<file path="src/rtl/patch_pkg.sv">
// Constants and types shared by the patch loader controller
`default_nettype none
package patch_pkg;
  // Device model registers
  localparam logic [31:0] TRIG_ADDR   = 32'h0000_0079;
  localparam logic [31:0] SIG_ADDR    = 32'h0000_008b;
  localparam logic [31:0] ID_LEAF     = 32'h0000_0001;
  // Image layout
  localparam logic [31:0] PAYLOAD_OFS = 32'h0000_0030;
  localparam logic [31:0] IMAGE_BYTES = 32'h0000_0800;
  localparam logic [31:0] LDR_REV_OK  = 32'h0000_0001;
  localparam logic [31:0] PLAT_MASK   = 32'h0000_00ff;
  localparam logic [31:0] SEG_SPAN    = 32'h0001_0000;
  localparam logic [31:0] SEG_MASK    = 32'h0000_ffff;
  localparam int          DW_SHIFT    = 2;
  // Dword indices inside the image
  localparam logic [9:0]  IDX_REV     = 10'h001;
  localparam logic [9:0]  IDX_PROC    = 10'h003;
  localparam logic [9:0]  IDX_LDR     = 10'h005;
  localparam logic [9:0]  IDX_FLAGS   = 10'h006;
  localparam logic [9:0]  IDX_LAST    = 10'h1ff;
  // Software register offsets
  localparam logic [7:0]  OFS_CTRL    = 8'h00;
  localparam logic [7:0]  OFS_BASE    = 8'h04;
  localparam logic [7:0]  OFS_CPU     = 8'h08;
  localparam logic [7:0]  OFS_PLAT    = 8'h0c;
  localparam logic [7:0]  OFS_STAT    = 8'h10;
  localparam logic [7:0]  OFS_OLD     = 8'h14;
  localparam logic [7:0]  OFS_NEW     = 8'h18;
  localparam logic [7:0]  OFS_HDR     = 8'h1c;
  // Control and status bit positions
  localparam int CB_START  = 0;
  localparam int CB_SUM    = 1;
  localparam int CB_REAL   = 2;
  localparam int CB_PAGING = 3;
  localparam int CB_MAPPED = 4;
  localparam int SB_BUSY   = 0;
  localparam int SB_DONE   = 1;
  localparam int SB_OK     = 2;
  localparam int SB_RELOAD = 3;
  localparam int SB_CODE   = 8;
  typedef enum logic [1:0] {OP_WR = 2'h0, OP_RD = 2'h1, OP_ID = 2'h2} dev_op_t;
  typedef struct packed {
    dev_op_t     op;
    logic [31:0] ecx;
    logic [31:0] eax;
    logic [31:0] edx;
  } dev_req_t;
  typedef enum logic [3:0] {
    FAIL_NONE = 4'h0, FAIL_SUM = 4'h1, FAIL_LDR = 4'h2, FAIL_CPU = 4'h3,
    FAIL_OLD = 4'h4, FAIL_VERIFY = 4'h5, FAIL_SEG = 4'h6, FAIL_PAGE = 4'h7
  } fail_t;
  typedef enum logic [7:0] {
    ST_IDLE = 8'h01, ST_SCAN = 8'h02, ST_CHECK = 8'h04, ST_CLR = 8'h08,
    ST_IDN = 8'h10, ST_RDS = 8'h20, ST_TRIG = 8'h40, ST_END = 8'h80
  } state_t;
endpackage : patch_pkg
`default_nettype wire
</file>
<file path="src/rtl/dev_op_issuer.sv">
// Holds one device operation until the device acknowledges it
`default_nettype none
module dev_op_issuer (
  // Clock and reset
  input  wire logic               ref_clk,
  input  wire logic               resetn,
  // From the sequencer
  input  wire logic               issue,
  input  wire patch_pkg::dev_req_t req_in,
  output logic                    op_done,
  output logic [63:0]             rdata,
  // Device side
  output logic                    req_valid,
  output var patch_pkg::dev_req_t req_out,
  input  wire logic               dev_ack,
  input  wire logic [63:0]        dev_rdata
);
  // Request registers stay put so the device sees stable operands
  always_ff @(posedge ref_clk or negedge resetn)
    if (!resetn)
    begin
      req_valid <= 1'b0;
      req_out   <= '0;
    end
    else if (issue && !req_valid)
    begin
      req_valid <= 1'b1;
      req_out   <= req_in;
    end
    else if (dev_ack)
      req_valid <= 1'b0;

  // Completion pulse and returned data
  always_ff @(posedge ref_clk or negedge resetn)
    if (!resetn)
    begin
      op_done <= 1'b0;
      rdata   <= '0;
    end
    else
    begin
      op_done <= dev_ack && req_valid;
      if (dev_ack && req_valid)
        rdata <= dev_rdata;
    end
endmodule : dev_op_issuer
`default_nettype wire

</file>
<file path="src/rtl/dword_sum.sv">
// Running sum of image dwords for the integrity check
`default_nettype none
module dword_sum #(
  parameter int W = 32
) (
  // Clock and reset
  input  wire logic         ref_clk,
  input  wire logic         resetn,
  // Accumulate control
  input  wire logic         clr,
  input  wire logic         add,
  input  wire logic [W-1:0] din,
  output logic      [W-1:0] sum
);
  // Wraps modulo 2^W, which is what a zero-sum check wants
  always_ff @(posedge ref_clk or negedge resetn)
    if (!resetn)
      sum <= '0;
    else if (clr)
      sum <= '0;
    else if (add)
      sum <= sum + din;
endmodule : dword_sum
`default_nettype wire

</file>
<file path="src/rtl/patch_loader_ctrl.sv">
// Firmware-side controller that loads and authenticates a patch image
//
// How it works
// - Trigger write: address low, zero high
// - Trigger address is image start plus 48
// - Load before second-level cache initialisation
// - Real mode: image stays inside segment
// - Paging: image pages mapped before trigger
// - Hard reset drops patch; reload needed
// - Each processor gets its matching patch
// - Clear signature before identify; zero means none
// - Signature query: clear, identify, read
// - Load only newer; verify new signature
// - No patch counts as revision zero
// - Optional dword sum must be zero
// - Sequence valid for loader revision one
// - Image 2048 bytes, 48-byte header
`default_nettype none
module patch_loader_ctrl (
  // Clock and reset
  input  wire logic               ref_clk,
  input  wire logic               resetn,
  // Software register port
  input  wire logic [7:0]         sw_addr,
  input  wire logic [31:0]        sw_wdata,
  input  wire logic               sw_wr,
  input  wire logic               sw_rd,
  output logic [31:0]             sw_rdata,
  // Image memory read port
  output logic                    mem_rd,
  output logic [31:0]             mem_addr,
  input  wire logic               mem_rvalid,
  input  wire logic [31:0]        mem_rdata,
  // Device model register and identify port
  output logic                    dev_req_valid,
  output var patch_pkg::dev_req_t dev_req,
  input  wire logic               dev_ack,
  input  wire logic [63:0]        dev_rdata,
  // Platform
  input  wire logic               hard_rst,
  output logic                    cache_init_ok
);
  patch_pkg::state_t   state_r;
  patch_pkg::fail_t    fail_r;
  patch_pkg::fail_t    pre_fail;
  patch_pkg::fail_t    chk_fail;
  patch_pkg::fail_t    rev_fail;
  patch_pkg::dev_req_t req_nxt;
  logic [4:0]          ctrl_r;
  logic [31:0]         base_r;
  logic [31:0]         cpu_r;
  logic [31:0]         plat_r;
  logic [31:0]         hdr_rev_r;
  logic [31:0]         proc_r;
  logic [31:0]         ldr_r;
  logic [31:0]         flags_r;
  logic [31:0]         old_rev_r;
  logic [31:0]         new_rev_r;
  logic [31:0]         sum;
  logic [31:0]         rev;
  logic [31:0]         stat;
  logic [63:0]         op_rdata;
  logic [9:0]          idx_r;
  logic                pass_r;
  logic                sent_r;
  logic                done_r;
  logic                reload_r;
  logic                start;
  logic                scan_add;
  logic                dev_state;
  logic                issue;
  logic                op_done;

  // A start is only taken while idle; later starts are dropped
  assign start    = sw_wr && sw_addr == patch_pkg::OFS_CTRL
                    && sw_wdata[patch_pkg::CB_START]
                    && state_r == patch_pkg::ST_IDLE;
  assign scan_add = state_r == patch_pkg::ST_SCAN && mem_rvalid;
  assign rev      = op_rdata[63:32];
  assign dev_state = state_r == patch_pkg::ST_CLR || state_r == patch_pkg::ST_IDN
                     || state_r == patch_pkg::ST_RDS || state_r == patch_pkg::ST_TRIG;
  assign issue    = dev_state && !sent_r;

  // Checks made before any memory is touched
  always_comb
  begin
    pre_fail = patch_pkg::FAIL_NONE;
    if (sw_wdata[patch_pkg::CB_REAL]
        && (sw_wdata[patch_pkg::CB_REAL] ? (base_r & patch_pkg::SEG_MASK) : '0)
           + patch_pkg::IMAGE_BYTES > patch_pkg::SEG_SPAN)
      pre_fail = patch_pkg::FAIL_SEG;
    else if (sw_wdata[patch_pkg::CB_PAGING] && !sw_wdata[patch_pkg::CB_MAPPED])
      pre_fail = patch_pkg::FAIL_PAGE;
  end

  // Header and integrity checks after the scan
  always_comb
  begin
    chk_fail = patch_pkg::FAIL_NONE;
    if (ctrl_r[patch_pkg::CB_SUM] && sum != '0)
      chk_fail = patch_pkg::FAIL_SUM;
    else if (ldr_r != patch_pkg::LDR_REV_OK)
      chk_fail = patch_pkg::FAIL_LDR;
    else if (proc_r != cpu_r || (flags_r & plat_r & patch_pkg::PLAT_MASK) == '0)
      chk_fail = patch_pkg::FAIL_CPU;
  end

  // Zero read back is simply revision zero, so no special case
  always_comb
  begin
    rev_fail = patch_pkg::FAIL_NONE;
    if (pass_r && rev != hdr_rev_r)
      rev_fail = patch_pkg::FAIL_VERIFY;
    else if (!pass_r && !(hdr_rev_r > rev))
      rev_fail = patch_pkg::FAIL_OLD;
  end

  // Operation for the current step
  always_comb
  begin
    req_nxt = '0;
    case (state_r)
      patch_pkg::ST_CLR:
      begin
        req_nxt.op  = patch_pkg::OP_WR;
        req_nxt.ecx = patch_pkg::SIG_ADDR;
      end
      patch_pkg::ST_IDN:
      begin
        req_nxt.op  = patch_pkg::OP_ID;
        req_nxt.eax = patch_pkg::ID_LEAF;
      end
      patch_pkg::ST_RDS:
      begin
        req_nxt.op  = patch_pkg::OP_RD;
        req_nxt.ecx = patch_pkg::SIG_ADDR;
      end
      patch_pkg::ST_TRIG:
      begin
        req_nxt.op  = patch_pkg::OP_WR;
        req_nxt.ecx = patch_pkg::TRIG_ADDR;
        req_nxt.eax = base_r + patch_pkg::PAYLOAD_OFS;
        req_nxt.edx = '0;
      end
      default:
        req_nxt = '0;
    endcase
  end

  // Sequencer
  always_ff @(posedge ref_clk or negedge resetn)
    if (!resetn)
      state_r <= patch_pkg::ST_IDLE;
    else
    begin
      case (state_r)
        patch_pkg::ST_IDLE:
          if (start)
            state_r <= pre_fail != patch_pkg::FAIL_NONE ? patch_pkg::ST_END
                                                       : patch_pkg::ST_SCAN;
        patch_pkg::ST_SCAN:
          if (scan_add && idx_r == patch_pkg::IDX_LAST)
            state_r <= patch_pkg::ST_CHECK;
        patch_pkg::ST_CHECK:
          state_r <= chk_fail != patch_pkg::FAIL_NONE ? patch_pkg::ST_END
                                                     : patch_pkg::ST_CLR;
        patch_pkg::ST_CLR:
          if (op_done)
            state_r <= patch_pkg::ST_IDN;
        patch_pkg::ST_IDN:
          if (op_done)
            state_r <= patch_pkg::ST_RDS;
        patch_pkg::ST_RDS:
          if (op_done)
            state_r <= (pass_r || rev_fail != patch_pkg::FAIL_NONE)
                       ? patch_pkg::ST_END : patch_pkg::ST_TRIG;
        patch_pkg::ST_TRIG:
          if (op_done)
            state_r <= patch_pkg::ST_CLR;
        patch_pkg::ST_END:
          state_r <= patch_pkg::ST_IDLE;
        default:
          state_r <= patch_pkg::ST_IDLE;
      endcase
    end

  // Software configuration, frozen while a load runs
  always_ff @(posedge ref_clk or negedge resetn)
    if (!resetn)
    begin
      ctrl_r <= '0;
      base_r <= '0;
      cpu_r  <= '0;
      plat_r <= '0;
    end
    else if (sw_wr && state_r == patch_pkg::ST_IDLE)
    begin
      if (sw_addr == patch_pkg::OFS_CTRL)
        ctrl_r <= sw_wdata[4:0];
      if (sw_addr == patch_pkg::OFS_BASE)
        base_r <= sw_wdata;
      if (sw_addr == patch_pkg::OFS_CPU)
        cpu_r <= sw_wdata;
      if (sw_addr == patch_pkg::OFS_PLAT)
        plat_r <= sw_wdata;
    end

  // Image scan: one outstanding dword read at a time, whole 2 KiB image
  always_ff @(posedge ref_clk or negedge resetn)
    if (!resetn)
    begin
      idx_r    <= '0;
      mem_rd   <= 1'b0;
      mem_addr <= '0;
    end
    else
    begin
      mem_rd <= 1'b0;
      if (start && pre_fail == patch_pkg::FAIL_NONE)
      begin
        idx_r    <= '0;
        mem_rd   <= 1'b1;
        mem_addr <= base_r;
      end
      else if (scan_add && idx_r != patch_pkg::IDX_LAST)
      begin
        idx_r    <= idx_r + 10'h001;
        mem_rd   <= 1'b1;
        mem_addr <= base_r + (32'(idx_r + 10'h001) << patch_pkg::DW_SHIFT);
      end
    end

  // Header fields picked out of the scan
  always_ff @(posedge ref_clk or negedge resetn)
    if (!resetn)
    begin
      hdr_rev_r <= '0;
      proc_r    <= '0;
      ldr_r     <= '0;
      flags_r   <= '0;
    end
    else if (scan_add)
    begin
      if (idx_r == patch_pkg::IDX_REV)
        hdr_rev_r <= mem_rdata;
      if (idx_r == patch_pkg::IDX_PROC)
        proc_r <= mem_rdata;
      if (idx_r == patch_pkg::IDX_LDR)
        ldr_r <= mem_rdata;
      if (idx_r == patch_pkg::IDX_FLAGS)
        flags_r <= mem_rdata;
    end

  // One device operation per step; cleared when it completes
  always_ff @(posedge ref_clk or negedge resetn)
    if (!resetn)
      sent_r <= 1'b0;
    else if (op_done)
      sent_r <= 1'b0;
    else if (issue)
      sent_r <= 1'b1;

  // Signature results and pass tracking
  always_ff @(posedge ref_clk or negedge resetn)
    if (!resetn)
    begin
      pass_r    <= 1'b0;
      old_rev_r <= '0;
      new_rev_r <= '0;
    end
    else if (start)
    begin
      pass_r    <= 1'b0;
      old_rev_r <= '0;
      new_rev_r <= '0;
    end
    else if (state_r == patch_pkg::ST_TRIG && op_done)
      pass_r <= 1'b1;
    else if (state_r == patch_pkg::ST_RDS && op_done)
    begin
      if (pass_r)
        new_rev_r <= rev;
      else
        old_rev_r <= rev;
    end

  // Outcome code
  always_ff @(posedge ref_clk or negedge resetn)
    if (!resetn)
      fail_r <= patch_pkg::FAIL_NONE;
    else if (start)
      fail_r <= pre_fail;
    else if (state_r == patch_pkg::ST_CHECK)
      fail_r <= chk_fail;
    else if (state_r == patch_pkg::ST_RDS && op_done)
      fail_r <= rev_fail;

  // Hard reset wipes the patch; a reset seen mid-load still forces a reload
  always_ff @(posedge ref_clk or negedge resetn)
    if (!resetn)
    begin
      reload_r      <= 1'b0;
      done_r        <= 1'b0;
      cache_init_ok <= 1'b0;
    end
    else
    begin
      if (hard_rst)
        reload_r <= 1'b1;
      else if (start)
        reload_r <= 1'b0;
      if (start)
        done_r <= 1'b0;
      else if (state_r == patch_pkg::ST_END)
        done_r <= 1'b1;
      if (hard_rst || start)
        cache_init_ok <= 1'b0;
      else if (state_r == patch_pkg::ST_END && fail_r == patch_pkg::FAIL_NONE
               && !reload_r)
        cache_init_ok <= 1'b1;
    end

  // Status word and read port; data only in the cycle after the strobe
  always_comb
  begin
    stat = '0;
    stat[patch_pkg::SB_BUSY]   = state_r != patch_pkg::ST_IDLE;
    stat[patch_pkg::SB_DONE]   = done_r;
    stat[patch_pkg::SB_OK]     = cache_init_ok;
    stat[patch_pkg::SB_RELOAD] = reload_r;
    stat[patch_pkg::SB_CODE +: 4] = fail_r;
  end

  always_ff @(posedge ref_clk or negedge resetn)
    if (!resetn)
      sw_rdata <= '0;
    else if (!sw_rd)
      sw_rdata <= '0;
    else
    begin
      case (sw_addr)
        patch_pkg::OFS_CTRL: sw_rdata <= {27'h0, ctrl_r};
        patch_pkg::OFS_BASE: sw_rdata <= base_r;
        patch_pkg::OFS_CPU:  sw_rdata <= cpu_r;
        patch_pkg::OFS_PLAT: sw_rdata <= plat_r;
        patch_pkg::OFS_STAT: sw_rdata <= stat;
        patch_pkg::OFS_OLD:  sw_rdata <= old_rev_r;
        patch_pkg::OFS_NEW:  sw_rdata <= new_rev_r;
        patch_pkg::OFS_HDR:  sw_rdata <= hdr_rev_r;
        default:             sw_rdata <= '0;
      endcase
    end

  dword_sum #(
    .W (32)
  ) u_sum (
    .ref_clk (ref_clk),
    .resetn  (resetn),
    .clr     (start),
    .add     (scan_add),
    .din     (mem_rdata),
    .sum     (sum)
  );

  dev_op_issuer u_issue (
    .ref_clk   (ref_clk),
    .resetn    (resetn),
    .issue     (issue),
    .req_in    (req_nxt),
    .op_done   (op_done),
    .rdata     (op_rdata),
    .req_valid (dev_req_valid),
    .req_out   (dev_req),
    .dev_ack   (dev_ack),
    .dev_rdata (dev_rdata)
  );
endmodule : patch_loader_ctrl
`default_nettype wire

</file>
<file path="config.mk">
export PLATFORM = sky130hd
export DESIGN_NAME = patch_loader_ctrl
export DESIGN_NICKNAME = d
export VERILOG_FILES = /design/src/rtl/patch_pkg.sv /design/src/rtl/dev_op_issuer.sv /design/src/rtl/dword_sum.sv /design/src/rtl/patch_loader_ctrl.sv
export SDC_FILE = /design/constraint.sdc
export NUM_CORES = 1
export LEC_CHECK = 0
export BUFFER_PORTS_ARGS = -buffer_cell sky130_fd_sc_hd__buf_2
export CORE_MARGIN = 1
export CORE_UTILIZATION = 45
export DETAILED_ROUTE_END_ITERATION = 10
export PLACE_DENSITY = 0.67
export SLEW_MARGIN = 20
export SYNTH_ARGS = -nofsm -noshare
export SYNTH_HDL_FRONTEND = slang
export SYNTH_SLANG_ARGS = --single-unit
</file>
<file path="constraint.sdc">
create_clock -name ref_clk -period 2.9 [get_ports ref_clk]
set_input_delay 0.145 -clock ref_clk [delete_from_list [all_inputs] [get_ports ref_clk]]
set_output_delay 0.145 -clock ref_clk [all_outputs]
set_load 0.01 [all_outputs]
</file>
---- Yosys cells after proc, flatten, opt, wreduce, memory -nomap -nowiden ----
Index checks and enable logic that the tools add are counted.
storage, ports and cells
  logic and storage cells ................. 187
  register bits after elaboration ......... 525
cells by class
  mux-type cells .......................... 54
  reductions and logical operators ........ 63
  $add $sub $neg .......................... 6
  equal/unequal tests ..................... 33
  order comparisons ....................... 2
  bitwise logic cells ..................... 1
operators with widths
  operator                                                number
  two-way mux 32 bit                                      13
  one-hot mux 32 bit (8 select lines)                     1
  two-way mux 8 bit                                       9
  inequality test 32 bit                                  2
  one-hot mux 32 bit (2 select lines)                     1
  one-hot mux 8 bit (7 select lines)                      1
  == test 8 x 5 -> 1 bit, second input constant           5
  adder 32 x 13 -> 32 bit                                 1
  adder 32 bit                                            1
  adder 32 x 6 -> 32 bit, second input constant           1
  greater-than comparator 32 bit                          1
  logical NOT 32 bit                                      1
  inequality test 32 x 1 -> 1 bit, second input constant  1
  nonzero test 32 bit                                     1
  two-way mux 4 bit                                       7
  == test 8 x 4 -> 1 bit, second input constant           3
  == test 10 x 3 -> 1 bit, second input constant          2
  logical AND 1 bit                                       20
  two-way mux 10 bit                                      2
  nonzero test 2 bit                                      10
  adder 16 x 12 -> 17 bit, second input constant          1
  greater-than comparator 17 bit, second input constant   1
  == test 8 x 3 -> 1 bit, second input constant           2
  two-way mux 16 bit                                      1
  30 further kinds                                        71

---- Longest topological paths before layout ----
  depth in word-level cells ............... 10
  gate-level depth with buffers ........... 15
  gate-level depth less buffers ........... 14

---- Hierarchy ----
Synthesis repeated with hierarchy kept, for this count alone.
second synthesis, totals
  cells, all modules ...................... 2303
  area total of the unflattened synthesis .. 26611.8 sq um
by module, submodules not included
  module             seq. area each (sq um)  cells each  instances  area an instance (sq um)
  patch_loader_ctrl  9009.9                  1638        1          17596.9
  dev_op_issuer      4103.9                  348         1          6190.9
  dword_sum          800.8                   317         1          2824.0

---- Worst setup path after synthesis ----
OpenSTA, ideal clock, no wires.
  path kind ............................... flip-flop to flip-flop
  start ................................... reg idx_r[0]
  end ..................................... reg mem_addr[23]
  stages on the path, launching flop included .. 13
  clock period less this slack ............ 3.165 ns
  path buffers ............................ 0
  arrival ................................. 3.035 ns
  required time ........................... 2.770 ns
  path slack .............................. -0.265 ns
  setup time .............................. 0.130 ns
  path through ............................ dfrtp_1 > ha_1 > nand3_1 > nor3_2 > xor2_1 > ha_1 > nand4_1 > or3_1 > a31oi_1 > nor3b_2 > nand3_1 > xor2_1 > o21ai_1
on the way
  longest elaborated chain between the ends .. 4
  elaborated cells on any way between the ends .. 7
  classes of those cells .................. add/sub: 2; eq/ne: 1; mux: 2; reduce/logical: 2
RTL lines
  element                   RTL line                  text
  start: declaration        patch_loader_ctrl.sv:63   logic [9:0] idx_r;
  start signal: assignment  patch_loader_ctrl.sv:227  idx_r <= idx_r + 10'h001;
  adder 10 x 1 -> 11 bit    patch_loader_ctrl.sv:229  mem_addr <= base_r + (32'(idx_r + 10'h001) << patch_pkg::DW_SHIFT);
  adder 32 x 13 -> 32 bit   patch_loader_ctrl.sv:229
  two-way mux 32 bit        patch_loader_ctrl.sv:225  else if (scan_add && idx_r != patch_pkg::IDX_LAST)
  two-way mux 32 bit        patch_loader_ctrl.sv:219  if (start && pre_fail == patch_pkg::FAIL_NONE)
  end signal: assignment    patch_loader_ctrl.sv:223  mem_addr <= base_r;
  end signal: assignment    patch_loader_ctrl.sv:229
  end: declaration          patch_loader_ctrl.sv:31   output logic [31:0] mem_addr,
Several ways; a longest one is shown, not always the timed one. The select of a mux whose other input is x is not followed.
A chain may end at the register's enable or synchronous reset.

---- Worst setup path after layout ----
  start ................................... reg idx_r[1]
  end ..................................... reg mem_addr[23]
Same word-level chain as after synthesis.

==> metrics.txt <==
# TYPE chip_impl_metric gauge
chip_impl_metric{name="design_power",unit="mW"} 20.3
chip_impl_metric{name="worstMarginPinSlew",unit="ns"} 0.889
chip_impl_metric{name="core_area",unit="sq um"} 50400
chip_impl_metric{name="synth_cells",unit=""} 2178
chip_impl_metric{name="netlist_area_pre_place",unit="sq um"} 23100
chip_impl_metric{name="multi_input_area",unit="sq um"} 10900
chip_impl_metric{name="wire_per_inst",unit="microns"} 21.7
chip_impl_info{name="critical_path.most_common_cell",value="xor2_1"} 1
chip_impl_metric{name="final_max_slew_viol_count",unit=""} 0
chip_impl_metric{name="globalplace.congestion",unit=""} 0.925
chip_impl_metric{name="ctsHtreeMaxLevel",unit=""} 2
chip_impl_metric{name="initial_core_util",unit=""} 0.458
chip_impl_metric{name="setup-violations-final",unit=""} 8
chip_impl_info{name="crit_family",value="simple AND/OR/NAND/NOR gates"} 1
chip_impl_metric{name="finalInstanceArea",unit="sq um"} 28700
chip_impl_metric{name="placed_cells",unit=""} 3101
chip_impl_metric{name="synthesis.yosys.warnings",unit=""} 0
chip_impl_metric{name="setup_total_negative_slack",unit="ns"} -0.514
chip_impl_metric{name="drt_iter0_markers",unit=""} 1674
chip_impl_metric{name="setup.reg_to_reg.worst_slack",unit="ns"} -0.13
chip_impl_metric{name="std_cell_rows",unit=""} 82
chip_impl_metric{name="max_cap_viol_count",unit=""} 0
chip_impl_metric{name="pin_count_of_the_biggest_net_entering_global_routing",unit=""} 83
chip_impl_metric{name="die_width",unit="microns"} 228
chip_impl_metric{name="synthToLayoutAreaGrowth",unit="%"} 24.5
chip_impl_metric{name="finalHoldViolCount",unit=""} 0
chip_impl_metric{name="final.setup.worst_slack",unit="ns"} -0.134
chip_impl_metric{name="ios",unit=""} 308
chip_impl_metric{name="fin_util",unit=""} 0.570
chip_impl_metric{name="post_synth.cell_area_avg",unit="sq um"} 10.6
chip_impl_metric{name="global_route.overflow_total",unit=""} 0
chip_impl_metric{name="nNetsFinal",unit=""} 2811
chip_impl_metric{name="drc_errors",unit=""} 0
chip_impl_metric{name="design.die.area",unit="sq um"} 52200
chip_impl_info{name="setup_repair_after_global_routing_missed_its_margin",value="yes"} 1
chip_impl_info{name="violated_checks",value="negative setup slack"} 1
chip_impl_metric{name="yosys.cell_types.count",unit=""} 78
chip_impl_metric{name="clk_pin_slew_worst_paths",unit="ns"} 0.07
chip_impl_metric{name="count_of_flip_flops_with_a_built_in_enable_after_synthesis",unit=""} 0
chip_impl_metric{name="reg2regPathDepth",unit=""} 12
chip_impl_info{name="setup.worst_path.class",value="register to register"} 1
chip_impl_metric{name="post-dp-hpwl",unit="mm"} 51.7
chip_impl_metric{name="power.density_cell_area",unit="nW/um^2"} 708
chip_impl_metric{name="data_arrival_at_the_endpoint_of_the_critical_path",unit="ns"} 3.48
chip_impl_metric{name="initial_antenna_violation_count",unit=""} 0
chip_impl_metric{name="grt_use_total",unit=""} 0.271
chip_impl_info{name="path_cells",value="ha_2 -> nand3_4 -> nor3_4 -> xor2_1 -> ha_1 -> nand4_1 -> or3_4 -> a31oi_4 -> nor3b_4 -> nand3_1 -> xor2_1 -> o21ai_1"} 1
chip_impl_metric{name="ff_latch_area",unit="sq um"} 11600
chip_impl_metric{name="final_antenna_net_count",unit=""} 0
chip_impl_info{name="worst_hold_startpoint",value="sw_wr"} 1
chip_impl_metric{name="ys_seq_area_frac",unit=""} 0.502
chip_impl_metric{name="async_reset_ff_frac",unit=""} 1.00
chip_impl_info{name="tritoncts",value="done"} 1
chip_impl_metric{name="slowest_delay",unit="ns"} 0.42
chip_impl_metric{name="place_area",unit="sq um"} 25600
chip_impl_metric{name="first_pass_grt_wire_length",unit="mm"} 110
chip_impl_metric{name="dp_slack",unit="ns"} -0.254
chip_impl_metric{name="whs",unit="ns"} 0.0628
chip_impl_metric{name="routed_wl",unit="mm"} 71.7
chip_impl_metric{name="vdd_ir_drop_max",unit="V"} 0.000470
chip_impl_metric{name="clkLatencyLatePin",unit="ns"} 0.59
chip_impl_info{name="worstSetupEndpointType",value="register"} 1
chip_impl_info{name="worst_hold_path.endpoint",value="state_r[0]"} 1
chip_impl_metric{name="finalWorstPathRequiredPeriod",unit="ns"} 3.03
chip_impl_info{name="clock_tree.root_cell",value="clkbuf_16"} 1
chip_impl_metric{name="io_buffer_count",unit=""} 218
chip_impl_info{name="regToRegStartpoint",value="idx_r[1]"} 1
chip_impl_metric{name="worst_ep_required_time",unit="ns"} 3.35
chip_impl_metric{name="critical_path_buf_inv_count",unit=""} 0
chip_impl_metric{name="worst_hold_path.num_cells",unit=""} 3
chip_impl_metric{name="timing.critical_path.fanout_max",unit=""} 4
chip_impl_metric{name="fmax",unit="GHz"} 0.330
chip_impl_info{name="timing.critical_path.slowest_stage_cell",value="dfrtp_2"} 1
chip_impl_metric{name="stdcell_count",unit=""} 3299
chip_impl_metric{name="vias_per_cell",unit=""} 5.70
chip_impl_metric{name="cts_made_buffers",unit=""} 49
chip_impl_metric{name="cts_buffer_depth",unit=""} 3
chip_impl_metric{name="power.leakage",unit="nW"} 14.0
chip_impl_metric{name="relSlewSlack",unit=""} 0.408
chip_impl_metric{name="clock_sinks",unit=""} 463
chip_impl_metric{name="finClkSkew",unit="ns"} 0.0166
chip_impl_info{name="holdCritPathClass",value="input pin to register"} 1
chip_impl_info{name="ys.flop_type",value="dfrtp_1"} 1
chip_impl_metric{name="detailroute.via_count",unit=""} 18791
chip_impl_metric{name="inserted_diodes",unit=""} 0
chip_impl_metric{name="synth-seq-cells",unit=""} 463
chip_impl_metric{name="initial_drt_pass_iterations",unit=""} 6
chip_impl_metric{name="fillerInstances",unit=""} 4248
chip_impl_metric{name="grt_pass1_vias",unit=""} 18822
chip_impl_metric{name="drive_gt1_frac",unit=""} 0.280
chip_impl_info{name="regToRegEndpoint",value="mem_addr[23]"} 1
chip_impl_metric{name="die_height",unit="microns"} 228
chip_impl_info{name="status",value="finished with violations"} 1
chip_impl_metric{name="ratio_of_final_minimum_period_to_clock_period",unit=""} 1.05
chip_impl_info{name="startpoint_type",value="register"} 1
[cells in the mapped netlist, drive strengths merged (16+ instances only)]
| cell type | n | area (sq um) |
|---|---|---|
| nand4 | 26 | 163 |
| inv | 59 | 221 |
| o21ai | 213 | 1070 |
| nor2 | 64 | 259 |
| xnor2 | 47 | 412 |
| nand3 | 52 | 260 |
| nor4 | 34 | 240 |
| a21o | 35 | 263 |
| ha | 79 | 988 |
| a22oi | 110 | 826 |
| clkbuf | 70 | 263 |
| nor3 | 21 | 110 |
| dfrtp | 462 | 11600 |
| nand2 | 288 | 1090 |
| buf | 102 | 712 |
| xor2 | 70 | 613 |
| mux2 | 202 | 2270 |
| a21oi | 57 | 312 |
| o31ai | 16 | 120 |
| a31oi | 39 | 250 |
[worst register-to-register path, cell delays in order (launching register included)]
cell	delay (ns)
dfrtp_2	0.42
ha_2	0.24
nand3_4	0.12
nor3_4	0.15
xor2_1	0.09
ha_1	0.38
nand4_1	0.13
or3_4	0.42
a31oi_4	0.22
nor3b_4	0.36
nand3_1	0.13
xor2_1	0.15
o21ai_1	0.07
[cell type report]
cell class / count / share of cell area
clock inverters: 19 / 0.00636
clock buffers: 72 / 0.0514
inverters: 59 / 0.00771
multi-input cells: 1540 / 0.381
flip-flops and latches: 463 / 0.404
repair buffers: 474 / 0.120
well taps: 672 / 0.0293
[per-layer routing]
metal,vias to the layer above,track usage,part of all wire
li1,8542,-,-
met1,9363,0.384,0.44
met2,744,0.423,0.46
met3,142,0.0425,0.066
met4,0,0.0950,0.034
met5,-,0,0
[power breakdown]
part	total, mW	internal [mW]	switching (mW)
Combinational	5.68	2.52	3.16
Clock	6.45	3.79	2.65
Sequential	8.21	7.37	0.847
Total	20.3	13.7	6.66
[worst max-delay path by stage]
stage / startpoint / endpoint / slack [ns] / depth (start not counted)
2_1_floorplan: idx_r[2] / mem_addr[23] / -0.002 / 14
3_3_place_gp: idx_r[0] / mem_addr[24] / -0.22 / 13
3_5_place_dp: idx_r[0] / mem_addr[18] / -0.25 / 14
4_1_cts: idx_r[0] / mem_addr[23] / -0.16 / 14
5_1_grt: idx_r[1] / mem_addr[23] / -0.22 / 12
6_report: idx_r[1] / mem_addr[23] / -0.13 / 12
[flip-flops by register name, summed over array words and instances, names as in the netlist, 10 cells and up]
| signal | flops |
|---|---|
| u_issue.req_out | 37 |
| sw_rdata | 32 |
| hdr_rev_r | 32 |
| new_rev_r | 32 |
| plat_r | 32 |
| proc_r | 32 |
| idx_r | 10 |
| u_sum.sum | 32 |
| u_issue.rdata | 32 |
| mem_addr | 32 |
| cpu_r | 32 |
| base_r | 32 |
| old_rev_r | 32 |
| ldr_r | 32 |
[cell usage in the layout (no fill, tap or decap), drive strengths merged, types with 8 or more instances in the layout]
| cell | count |
|---|---|
| xnor2 | 47 |
| nand3 | 52 |
| a211oi | 8 |
| nor4 | 34 |
| and3 | 15 |
| a31oi | 39 |
| xor2 | 70 |
| nor2b | 8 |
| clkbuf | 72 |
| ha | 79 |
| conb | 57 |
| nor2 | 64 |
| nand2b | 8 |
| a21oi | 57 |
| nand4 | 26 |
| a22oi | 110 |
| o21ai | 213 |
| dlygate4sd3 | 99 |
| nor3 | 21 |
| inv | 61 |
| a21o | 35 |
| nand2 | 288 |
| dfrtp | 462 |
| o31ai | 16 |
| clkinv | 12 |
| buf | 375 |
| mux2 | 202 |
[repair_timing]
action	4_1_cts	5_1_grt
resized for setup	33	39
hold endpoints to repair	302	0
buffers inserted	4	5
hold buffers	99	0
endpoints found under the setup margin	25	28
pin swaps	17	28
[cell families after synthesis]
logic type / share of synthesized area
adders and majority gates: 0.0446
buffers and inverters: 0.0519
and+or+nand+nor: 0.112
other: 0.000163
xor gates and xnor gates: 0.0444
muxes: 0.0990
AOI/OAI and AO/OA: 0.146
DFF: 0.502
Power figures use the tool's default switching activity.
